`config.mk`:
```
export PLATFORM = sky130hd
export DESIGN_NAME = scan_data_regs
export DESIGN_NICKNAME = d
export VERILOG_FILES = /design/src/include/scan_pkg.sv /design/src/design/sync2.sv /design/src/design/scan_data_regs.sv
export VERILOG_INCLUDE_DIRS = /design/src /design/src/include
export SDC_FILE = /design/constraint.sdc
export NUM_CORES = 1
export LEC_CHECK = 0
export BUFFER_PORTS_ARGS = -buffer_cell sky130_fd_sc_hd__clkbuf_2
export CORE_MARGIN = 1
export CORE_UTILIZATION = 30
export CTS_BUF_LIST = sky130_fd_sc_hd__clkbuf_4 sky130_fd_sc_hd__clkbuf_8
export DETAILED_ROUTE_END_ITERATION = 8
export HOLD_SLACK_MARGIN = 0.05
export PLACE_DENSITY = 0.56
export SYNTH_ARGS = -nofsm -noshare
export SYNTH_HDL_FRONTEND = slang
export SYNTH_HIERARCHICAL = 1
export SYNTH_SLANG_ARGS = --single-unit
```
`constraint.sdc`:
```
create_clock -name clk -period 6.85 [get_ports clk]
set_input_delay 0.3425 -clock clk [delete_from_list [all_inputs] [get_ports clk]]
set_output_delay 0.3425 -clock clk [all_outputs]
set_load 0.05 [all_outputs]
```
`src/include/scan_defs.svh`:
```
// constants for the test-port data-register block
`ifndef SCAN_DEFS_SVH
`define SCAN_DEFS_SVH
`define IR_WIDTH 4
`define OP_EXTEST 4'h0
`define OP_IDCODE 4'h1
`define OP_SAMPLE 4'h2
`define OP_PRIV_A 4'h8
`define OP_PRIV_B 4'h9
`define OP_PRIV_C 4'hA
`define OP_PRIV_D 4'hB
`define OP_SYSRST 4'hC
`define OP_BYPASS 4'hF
`define IR_CAPTURE 4'h1
`define ID_WIDTH 32
`define ID_VER_LSB 28
`define ID_PART_LSB 12
`define ID_MAKER_LSB 1
`define BSC_LEN 8
`define DMR_DIRTY_BIT 7
`define TIMEOUT_NS 65000
`define TIMEOUT_CYC ((`TIMEOUT_NS + 9) / 10)
`endif

```
`src/include/scan_pkg.sv`:
```
// types for the test-port data-register block
package scan_pkg;
  typedef enum logic [15:0] {
    TLR = 16'h0001, RTI = 16'h0002, SEL_DR = 16'h0004, CAP_DR = 16'h0008,
    SH_DR = 16'h0010, EX1_DR = 16'h0020, PA_DR = 16'h0040,
    EX2_DR = 16'h0080, UPD_DR = 16'h0100, SEL_IR = 16'h0200,
    CAP_IR = 16'h0400, SH_IR = 16'h0800, EX1_IR = 16'h1000,
    PA_IR = 16'h2000, EX2_IR = 16'h4000, UPD_IR = 16'h8000
  } tap_state_type;
  typedef struct packed {
    logic tck;
    logic tms;
    logic tdi;
  } tap_pins_type;
  typedef struct packed {
    logic [7:0] addr_match;
    logic wr;
    logic rd;
    logic [7:0] wdata;
  } io_req_type;
endpackage : scan_pkg

```
`src/design/sync2.sv`:
```
// two-flop synchroniser
`timescale 1ns/1ns
`default_nettype none
module sync2
(
  // clock and reset
  input wire logic clk,
  input wire logic sys_rst,
  // data
  input wire logic d,
  output logic q
);
  logic meta;
  // first stage read only by the second
  always_ff @(posedge clk)
  begin
    if (sys_rst)
    begin
      meta <= 1'b0;
      q <= 1'b0;
    end
    else
    begin
      meta <= d;
      q <= meta;
    end
  end
endmodule : sync2
`default_nettype wire

```
`src/design/scan_data_regs.sv`:
```
// test-port data registers, debug message register and access gating
`timescale 1ns/1ns
`default_nettype none
`include "scan_defs.svh"
module scan_data_regs
#(
  parameter logic [3:0] VERSION = 4'h0,    // revision A
  parameter logic [15:0] PART_NUMBER = 16'h1234, // arbitrary value
  parameter logic [10:0] MAKER_CODE = 11'h055,  // arbitrary value
  parameter int TIMEOUT_CYCLES = `TIMEOUT_CYC
)
(
  // clock and reset
  input wire logic clk,
  input wire logic sys_rst,
  // test port pins
  input wire logic tck,
  input wire logic tms,
  input wire logic tdi,
  output logic tdo,
  output logic tdo_oe,
  // fuses and lock bits
  input wire logic test_port_enable_fuse,
  input wire logic debug_enable_fuse,
  input wire logic lock_bit_one,
  input wire logic lock_bit_two,
  input wire logic chip_erase_done,
  input wire logic fuse_prog_req,
  output logic fuse_prog_grant,
  // processor control
  input wire logic test_port_disable_bit,
  input wire logic debugger_access_en,
  // processor io port at the shared address
  input wire logic io_sel,
  input wire logic io_wr,
  input wire logic io_rd,
  input wire logic [7:0] io_wdata,
  output logic [7:0] io_rdata,
  output logic io_ordinary_sel,
  // debugger side of the message register
  input wire logic dbg_read_ack,
  output logic [7:0] dbg_message,
  // external reset pin and system reset
  input wire logic ext_rst_n,
  output logic system_reset,
  // boundary scan pins
  input wire logic [`BSC_LEN-1:0] pin_in,
  input wire logic [`BSC_LEN-1:0] core_out,
  input wire logic [`BSC_LEN-1:0] core_oe,
  output logic [`BSC_LEN-1:0] pin_out,
  output logic [`BSC_LEN-1:0] pin_oe,
  // debug path
  output logic debug_path_sel,
  output logic [3:0] instruction
);
  // ************************************************************
  // state
  // ************************************************************
  typedef struct packed {
    scan_pkg::tap_state_type st;
    logic tck_d;
    logic [3:0] ir_sh;
    logic [3:0] ir;
    logic [31:0] dr_sh;
    logic bypass;
    logic rst_reg;
    logic [`BSC_LEN-1:0] bsc_sh;
    logic [`BSC_LEN-1:0] bsc_latch;
    logic [6:0] msg;
    logic dirty;
    logic erased;
    logic [31:0] tmo;
    logic tdo;
  } state_type;
  state_type r;
  state_type next_r;
  logic tck_s;
  logic tms_s;
  logic tdi_s;
  logic rst_pin_n_s;
  logic tck_rise;
  logic tck_fall;
  logic port_on;
  logic dmr_hit;
  logic boundary_sel;
  logic [31:0] id_word;
  // ************************************************************
  // pin synchronisers
  // ************************************************************
  sync2 u_tck (.clk(clk), .sys_rst(sys_rst), .d(tck), .q(tck_s));
  sync2 u_tms (.clk(clk), .sys_rst(sys_rst), .d(tms), .q(tms_s));
  sync2 u_tdi (.clk(clk), .sys_rst(sys_rst), .d(tdi), .q(tdi_s));
  sync2 u_rst (.clk(clk), .sys_rst(sys_rst), .d(ext_rst_n),
    .q(rst_pin_n_s));
  // ************************************************************
  // combinational decode
  // ************************************************************
  // tck must stay below half of clk for edge sampling to work
  assign tck_rise = tck_s & ~r.tck_d;
  assign tck_fall = ~tck_s & r.tck_d;
  assign port_on = test_port_enable_fuse & ~test_port_disable_bit;
  assign dmr_hit = io_sel & debug_enable_fuse & debugger_access_en;
  assign io_ordinary_sel = io_sel & ~dmr_hit;
  assign boundary_sel = (r.ir == `OP_EXTEST) || (r.ir == `OP_SAMPLE);
  assign id_word = {VERSION, PART_NUMBER, MAKER_CODE, 1'b1};
  assign debug_path_sel = port_on && (r.ir[3:2] == 2'b10);
  assign instruction = r.ir;
  assign tdo = r.tdo;
  assign tdo_oe = port_on &&
    (r.st == scan_pkg::SH_DR || r.st == scan_pkg::SH_IR);
  assign dbg_message = {r.dirty, r.msg};
  assign io_rdata = dmr_hit ? {r.dirty, r.msg} : 8'h00;
  // reset register is unlatched: a one acts this cycle
  assign system_reset = ~rst_pin_n_s | r.rst_reg | (r.tmo != 32'h0);
  // outputs released in reset, latches driven under external test
  assign pin_oe = system_reset ? '0 :
    (r.ir == `OP_EXTEST ? r.bsc_latch : core_oe);
  assign pin_out = (r.ir == `OP_EXTEST) ? r.bsc_latch : core_out;
  assign fuse_prog_grant = fuse_prog_req &
    (~(lock_bit_one | lock_bit_two) | r.erased);
  // ************************************************************
  // next state
  // ************************************************************
  always_comb
  begin
    next_r = r;
    next_r.tck_d = tck_s;
    // dirty flag: processor set wins over debugger clear
    if (dbg_read_ack)
      next_r.dirty = 1'b0;
    if (dmr_hit && io_wr)
    begin
      next_r.msg = io_wdata[6:0];
      next_r.dirty = 1'b1;
    end
    if (chip_erase_done)
      next_r.erased = 1'b1;
    if (r.rst_reg || !rst_pin_n_s)
      next_r.tmo = TIMEOUT_CYCLES[31:0];
    else if (r.tmo != 32'h0)
      next_r.tmo = r.tmo - 32'h1;
    if (!port_on)
    begin
      next_r.st = scan_pkg::TLR;
      next_r.ir = `OP_IDCODE;
    end
    else if (tck_fall)
      next_r.tdo = (r.st == scan_pkg::SH_IR) ? r.ir_sh[0] :
        (r.ir == `OP_IDCODE || boundary_sel) ? r.dr_sh[0] :
        (r.ir == `OP_SYSRST) ? r.rst_reg :
        (r.ir[3:2] == 2'b10) ? 1'b0 : r.bypass;
    else if (tck_rise)
    begin
      unique case (r.st)
        scan_pkg::TLR: next_r.st = tms_s ? scan_pkg::TLR : scan_pkg::RTI;
        scan_pkg::RTI: next_r.st = tms_s ? scan_pkg::SEL_DR : scan_pkg::RTI;
        scan_pkg::SEL_DR:
          next_r.st = tms_s ? scan_pkg::SEL_IR : scan_pkg::CAP_DR;
        scan_pkg::CAP_DR: next_r.st = tms_s ? scan_pkg::EX1_DR : scan_pkg::SH_DR;
        scan_pkg::SH_DR: next_r.st = tms_s ? scan_pkg::EX1_DR : scan_pkg::SH_DR;
        scan_pkg::EX1_DR: next_r.st = tms_s ? scan_pkg::UPD_DR : scan_pkg::PA_DR;
        scan_pkg::PA_DR: next_r.st = tms_s ? scan_pkg::EX2_DR : scan_pkg::PA_DR;
        scan_pkg::EX2_DR: next_r.st = tms_s ? scan_pkg::UPD_DR : scan_pkg::SH_DR;
        scan_pkg::UPD_DR: next_r.st = tms_s ? scan_pkg::SEL_DR : scan_pkg::RTI;
        scan_pkg::SEL_IR: next_r.st = tms_s ? scan_pkg::TLR : scan_pkg::CAP_IR;
        scan_pkg::CAP_IR: next_r.st = tms_s ? scan_pkg::EX1_IR : scan_pkg::SH_IR;
        scan_pkg::SH_IR: next_r.st = tms_s ? scan_pkg::EX1_IR : scan_pkg::SH_IR;
        scan_pkg::EX1_IR: next_r.st = tms_s ? scan_pkg::UPD_IR : scan_pkg::PA_IR;
        scan_pkg::PA_IR: next_r.st = tms_s ? scan_pkg::EX2_IR : scan_pkg::PA_IR;
        scan_pkg::EX2_IR: next_r.st = tms_s ? scan_pkg::UPD_IR : scan_pkg::SH_IR;
        scan_pkg::UPD_IR: next_r.st = tms_s ? scan_pkg::SEL_DR : scan_pkg::RTI;
        default: next_r.st = scan_pkg::TLR;
      endcase
      // actions of the state being left
      unique case (r.st)
        scan_pkg::TLR: next_r.ir = `OP_IDCODE;
        scan_pkg::CAP_IR: next_r.ir_sh = `IR_CAPTURE;
        scan_pkg::SH_IR: next_r.ir_sh = {tdi_s, r.ir_sh[3:1]};
        scan_pkg::UPD_IR: next_r.ir = r.ir_sh;
        scan_pkg::CAP_DR:
        begin
          next_r.bypass = 1'b0;
          if (r.ir == `OP_IDCODE)
            next_r.dr_sh = id_word;
          else if (boundary_sel)
            next_r.dr_sh = {24'h0, pin_in};
        end
        scan_pkg::SH_DR:
        begin
          if (r.ir == `OP_IDCODE)
            next_r.dr_sh = {tdi_s, r.dr_sh[31:1]};
          else if (boundary_sel)
            next_r.dr_sh = {24'h0, tdi_s, r.dr_sh[`BSC_LEN-1:1]};
          else if (r.ir == `OP_SYSRST)
            next_r.rst_reg = tdi_s;
          else if (r.ir[3:2] != 2'b10)
            next_r.bypass = tdi_s;
        end
        scan_pkg::UPD_DR:
          if (boundary_sel)
            next_r.bsc_latch = r.dr_sh[`BSC_LEN-1:0];
        default: next_r.bypass = r.bypass;
      endcase
    end
  end
  // ************************************************************
  // registers
  // ************************************************************
  // tck sampled on clk; a stopped core clock domain is outside this block
  always_ff @(posedge clk)
  begin
    if (sys_rst)
    begin
      r <= '0;
      r.st <= scan_pkg::TLR;
      r.ir <= `OP_IDCODE;
    end
    else
      r <= next_r;
  end
  // ************************************************************
  // checks
  // ************************************************************
  chk_dirty_set: assert property (@(posedge clk) disable iff (sys_rst)
    (dmr_hit && io_wr) |=> r.dirty) else $error("dirty not set");
  chk_read_format: assert property (@(posedge clk) disable iff (sys_rst)
    dmr_hit |-> io_rdata == {r.dirty, r.msg}) else $error("bad read");
  chk_port_gate: assert property (@(posedge clk) disable iff (sys_rst)
    !port_on |=> r.st == scan_pkg::TLR) else $error("port not gated");
  chk_fuse_lock: assert property (@(posedge clk) disable iff (sys_rst)
    ((lock_bit_one || lock_bit_two) && !r.erased) |-> !fuse_prog_grant)
    else $error("fuse granted while locked");
  chk_reset_hiz: assert property (@(posedge clk) disable iff (sys_rst)
    system_reset |-> pin_oe == '0) else $error("pins driven in reset");
  chk_rst_reg: assert property (@(posedge clk) disable iff (sys_rst)
    r.rst_reg |-> system_reset) else $error("reset reg ignored");
  chk_timeout: assert property (@(posedge clk) disable iff (sys_rst)
    $fell(r.rst_reg) && rst_pin_n_s |-> system_reset[*4])
    else $error("no reset time-out");
  chk_extest_drive: assert property (@(posedge clk) disable iff (sys_rst)
    (r.ir == `OP_EXTEST && !system_reset) |-> pin_out == r.bsc_latch)
    else $error("extest not driving");
  chk_bypass_clr: assert property (@(posedge clk) disable iff (sys_rst)
    (tck_rise && r.st == scan_pkg::CAP_DR && port_on) |=> !r.bypass)
    else $error("bypass not cleared");
  chk_dmr_gate: assert property (@(posedge clk) disable iff (sys_rst)
    (io_sel && !debug_enable_fuse) |-> io_ordinary_sel)
    else $error("gate leak");
  cov_idcode: cover property (@(posedge clk)
    r.st == scan_pkg::SH_DR && r.ir == `OP_IDCODE);
  cov_sysrst: cover property (@(posedge clk) $rose(r.rst_reg));
  cov_extest: cover property (@(posedge clk) r.ir == `OP_EXTEST);
  cov_dirty: cover property (@(posedge clk) $fell(r.dirty));
endmodule : scan_data_regs
`default_nettype wire

```
==> results of run 1 <==
==> sequential cells by signal, indices dropped and copies added, names as in the netlist <==
name         flops
dbg_message      8
instruction      4
r               96
tdo              1
u_rst/meta       1
u_rst/q          1
u_tck/meta       1
u_tck/q          1
u_tdi/meta       1
u_tdi/q          1
u_tms/meta       1
u_tms/q          1
==> final timing paths <==
kind | startpoint | end | slack (ps)
worst max-delay path | r[109]$_SDFFE_PP0P_ | tdo_oe | 3360
worst max register to register | r[109]$_SDFFE_PP0P_ | r[79]$_SDFFE_PP0P_ | 3810
worst min-delay path | chip_erase_done | r[33]$_SDFFE_PP0P_ | 110
worst min register to register | u_tck/meta$_SDFF_PP0_ | u_tck/q$_SDFF_PP0_ | 440
==> through the flow <==
step	total power, uW	setup slack [ps]
final	1480	3360
after global routing	1540	3160
after CTS	1500	3260
after detailed placement	797	3760
after global placement	796	3800
after floorplan	770	3540
==> layout make-up <==
| class | instances | area (um2) |
|---|---|---|
| Clock buffer | 18 | 248 |
| Clock inverter | 13 | 183 |
| Tap cell | 234 | 293 |
| Multi-Input combinational cell | 533 | 3120 |
| Inverter | 7 | 26.3 |
| Timing Repair Buffer | 94 | 483 |
| Sequential cell | 117 | 2340 |
| Fill cell | 1931 | 12100 |
==> kinds of logic (layout without fill, tap and decap cells) <==
| group | Yosys count | after routing |
|---|---|---|
| AO/OA/AOI/OAI | 161 | 161 |
| XOR/XNOR | 14 | 14 |
| adder cells (fa/ha/maj) | 2 | 2 |
| buffers and inverters | 68 | 132 |
| flip-flops | 117 | 117 |
| multiplexers | 11 | 11 |
| AND/OR/NAND/NOR | 345 | 345 |
==> report_power, final <==
group | internal [uW] | switching, uW | total [uW]
Combinational | 29.6 | 58.5 | 88.1
Clock | 402 | 295 | 697
Sequential | 687 | 5.81 | 693
Total | 1120 | 359 | 1480
==> routing by layer <==
layer,wire length (um),global-route usage,vias to the layer above
met3,615,0.0343,14
met4,186,0.0561,0
met2,6940,0.252,97
li1,-,-,2676
met1,6990,0.200,2448
met5,0,0,-
==> worst max-delay path, cell delays in order (launching register included) <==
cell and delay (ps):
dfxtp_1 430, or4_1 600, nor3_1 400, nand3_1 540, a21oi_1 400, clkbuf_2 330
==> layout by cell type (no fill, tap or decap), drive strengths merged, types with 7 or more instances in the layout <==
cell	n
and2	14
nor2b	13
dfxtp	117
or4	22
nand3b	9
nand4	10
or3	19
nand2b	12
nand3	29
mux2i	11
inv	7
a21oi	81
nand2	94
a211oi	8
o31ai	16
nor2	56
nor3	25
xnor2	9
clkbuf	107
o21ai	25
nor4	17
==> impl_metrics.ini, run 1 <==
[final_layout]
fin_util = 0.357
fin_cells = 1016
fin_nets = 822
design_area_um2 = 6690
diodes = 0
syn2layout_area_growth_pct = 15.9
drive_above_1_share = 0.189

[logic_synthesis]
yosysMostFrequentCell = dfxtp_1
synthCells = 718
synth_nets = 770
synth.area.top_cells = dfxtp_1, a21oi_1, nand2_1
synth_area_per_cell_um2 = 8.04
synth_top_area_cell = dfxtp_1
synth-main-ff-cell = dfxtp_1
synthTopCellsByCount = dfxtp_1, nand2_1, a21oi_1, nor2_1, clkbuf_1
yosys_warnings = 6
ys_ff_latch = 117
synth-xor-area-share = 0.0212
synth_top_family_by_area = simple AND/OR/NAND/NOR gates
yosys.area_share.adder = 0.00433
synthSimpleGateAreaFrac = 0.327
synth_edf_count = 0
synthesis.area_um2 = 5770
synth_top_area_share = 0.406
ys_async_sr_fraction = 0
yosysUniqueCellTypes = 65
synth_compound_area_frac = 0.167
yosysSeqAreaShare = 0.406
synth_mux_area_frac = 0.0191

[cts]
cts_setup_buffers = 0
clock_sinks = 117
clock_latency_ps = 440
htreeDepth = 4
cts_resized = 0
postCtsHoldBufs = 0
cts_tree = yes
clkTransAtPathRegs_ps = 70
clockBufferDepth = 2
clock-root-buffer = clkbuf_8
cts_inserted_buffers = 17

[global_routing]
grt_max_degree = 76
grt_overflow_total = 0
grt_pass1_vias = 4795
antenna_found_initial = 0
grt_usage = 0.155
grt_pass1_wl_um = 24300

[die]
dieWidth_um = 141
rows = 50
die_area_um2 = 19800
initial_core_util = 0.308
io_pins = 92
dieHeight_um = 141
core_um2 = 18800

[timing]
worst_pin_slew_ps = 1120
timing.hold.ws_ps = 107
fmax_mhz = 286
slew_headroom = 0.246
layout_min_cycle_time_ps = 3490
finalHoldViolCount = 0
setup_viol = 0
finalSetupTns_ps = 0
period_share = 0.510
clock_skew_ps = 11.8
grt_setup_unrepaired = no
slew_violations = 0

[routing]
ant_nets = 0
drt_first_pass_iters = 7
wl_per_cell_um = 14.5
viasPerCell = 5.15
drc_errors = 0
wl_um = 14700
num_vias = 5235
drt_iter0_markers = 316

[run]
drv_cap = 0

[worst_setup_path]
crit_arrival_ps = 3150
crit_fanout = 14
end_kind = primary output
required_ps = 6510
start_kind = register
setup.worst_path.class = register to primary output
ff2ff_path_depth = 5

[place]
dp_hpwl_um = 10300
numPortBuffers = 89
place_inst = 985
routabilityCongestion = 0.846
place_area_um2 = 6260

[pwr]
ir_drop_uv = 125
power.leakage_uw = 0.00240
p_per_area_nw_per_um2 = 221

[min_path]
hold_depth = 3
holdCritPathClass = primary input to register

[outcome]
run_status = finished clean
Note: power is estimated with default switching activity, not from simulation.
==> inputs of run 2 (changes only) <==
==> constraint.sdc (replaced) <==
create_clock -name clk -period 3.4 [get_ports clk]
set_input_delay 0.17 -clock clk [delete_from_list [all_inputs] [get_ports clk]]
set_output_delay 0.17 -clock clk [all_outputs]
set_load 0.05 [all_outputs]
==> impl_metrics.ini, run 2 (same netlist as run 1, synthesis figures left out) <==
[final_layout]
drive_above_1_share = 0.197
diodes = 0
final_common_cell = dfxtp_1
fin_nets = 846
fillCellCount = 1962
fin_util = 0.370
final_cell_mix = dfxtp_1, nand2_1, clkbuf_2, a21oi_1, nor2_1
largest_reg_flops = 96
syn2layout_area_growth_pct = 20.2
regMostFlops = r

[cts]
clockBufferDepth = 2
clock_latency_ps = 440
clock-root-buffer = clkbuf_8
htreeDepth = 4
cts_setup_buffers = 0
cts_tree = yes
clock_sinks = 117
cts_inserted_buffers = 17
clkTransAtPathRegs_ps = 70

[timing]
finalSetupTns_ps = 0
setup_viol = 0
worst_pin_slew_ps = 850
grt_setup_unrepaired = no
fmax_mhz = 307
layout_min_cycle_time_ps = 3260
clock_skew_ps = 10.8
finalHoldViolCount = 0
slew_headroom = 0.433
slew_violations = 0
period_share = 0.959

[place]
dp_hpwl_um = 10500
numPortBuffers = 89
routabilityCongestion = 0.858

[outcome]
run_status = finished clean

[pwr]
ir_drop_uv = 227
power.leakage_uw = 0.00252
p_per_area_nw_per_um2 = 441

[worst_setup_path]
required_ps = 3230
end_kind = primary output
crit_family = simple AND/OR/NAND/NOR gates
crit_fanout = 9
critPathSlowestCell = or4_4
path_cells = or4_1, or4_4, nor3_4, nand2_2, a21oi_1, clkbuf_2
path_buf_inv = 1
crit_arrival_ps = 3090
r2r_slack_ps = 760
cp_slowest_stage_delay_ps = 630
setup.worst_path.class = register to primary output
start_kind = register

[die]
dieHeight_um = 141
core_um2 = 18800
dieWidth_um = 141
die_area_um2 = 19800
initial_core_util = 0.308
rows = 50
io_pins = 92

[routing]
wl_um = 15200
wl_per_cell_um = 14.6
num_vias = 5333
ant_nets = 0
drt_first_pass_iters = 4
drt_iter0_markers = 272
drc_errors = 0
viasPerCell = 5.12

[min_path]
holdCritPathClass = primary input to register

[global_routing]
grt_usage = 0.160
grt_max_degree = 41
met3_usage = 0.0343
grt_pass1_vias = 4949
antenna_found_initial = 0
grt_overflow_total = 0
grt_use_met1 = 0.214
use_met2 = 0.258
grt_pass1_wl_um = 25500
grt_busiest_layer = met2

[run]
drv_cap = 0
-- run 2: timing repair --
action / 4_1_cts / 5_1_grt
hold buffers: 15 / 0
endpoints found under the setup margin: 0 / 8
resized for setup: 0 / 3
endpoints found under the hold margin: 15 / 0
-- run 2: layout make-up --
cell class	count	area, um2	area share
Multi-Input combinational cell	533	3120	0.450
Sequential cell	117	2340	0.338
Timing Repair Buffer	118	701	0.101
Tap cell	234	293	0.0422
Clock buffer	18	248	0.0357
Clock inverter	14	208	0.0299
Inverter	7	26.3	0.00379
-- run 2: final timing paths --
kind / start / to / cells after the start
setup / recovery: r[18]$_SDFFE_PP0P_ / pin_oe[5] / 6
hold / removal: pin_in[1] / r[61]$_SDFFE_PP0P_ / 3
setup reg to reg: r[113]$_SDFFE_PP0P_ / r[75]$_SDFFE_PP0P_ / 6
hold reg to reg: u_rst/meta$_SDFF_PP0_ / u_rst/q$_SDFF_PP0_ / 1
-- run 2: layer usage --
layer | wire [um] | vias up
li1 | - | 2725
met1 | 7380 | 2517
met2 | 7150 | 81
met3 | 515 | 10
met4 | 150 | 0
met5 | 0 | -
-- run 2: per-stage QoR --
step	total power, uW	instances	hold WS [ps]	instance area (um2)	worst slack, ps
5_1_grt	3190	1041	74.8	6940	12.1
3_3_place_gp	1610	994	380	6330	603
3_5_place_dp	1610	994	385	6330	586
2_1_floorplan	1550	718	242	5770	261
4_1_cts	3100	1041	55.3	6930	89.9
6_report	3060	1041	79.1	6940	138
-- run 2: tightest hold or removal path: cells and delay by family --
kind | cells | cell delay, ps
buffers and inverters | 1 | 80
AND/OR/NAND/NOR | 1 | 40
AO/OA/AOI/OAI | 1 | 190
-- run 2: power by group --
part	internal, uW	switching, uW	leakage (uW)
sequential	1380	12.1	0.000947
combinational	74.5	121	0.00136
clock	885	586	0.000216
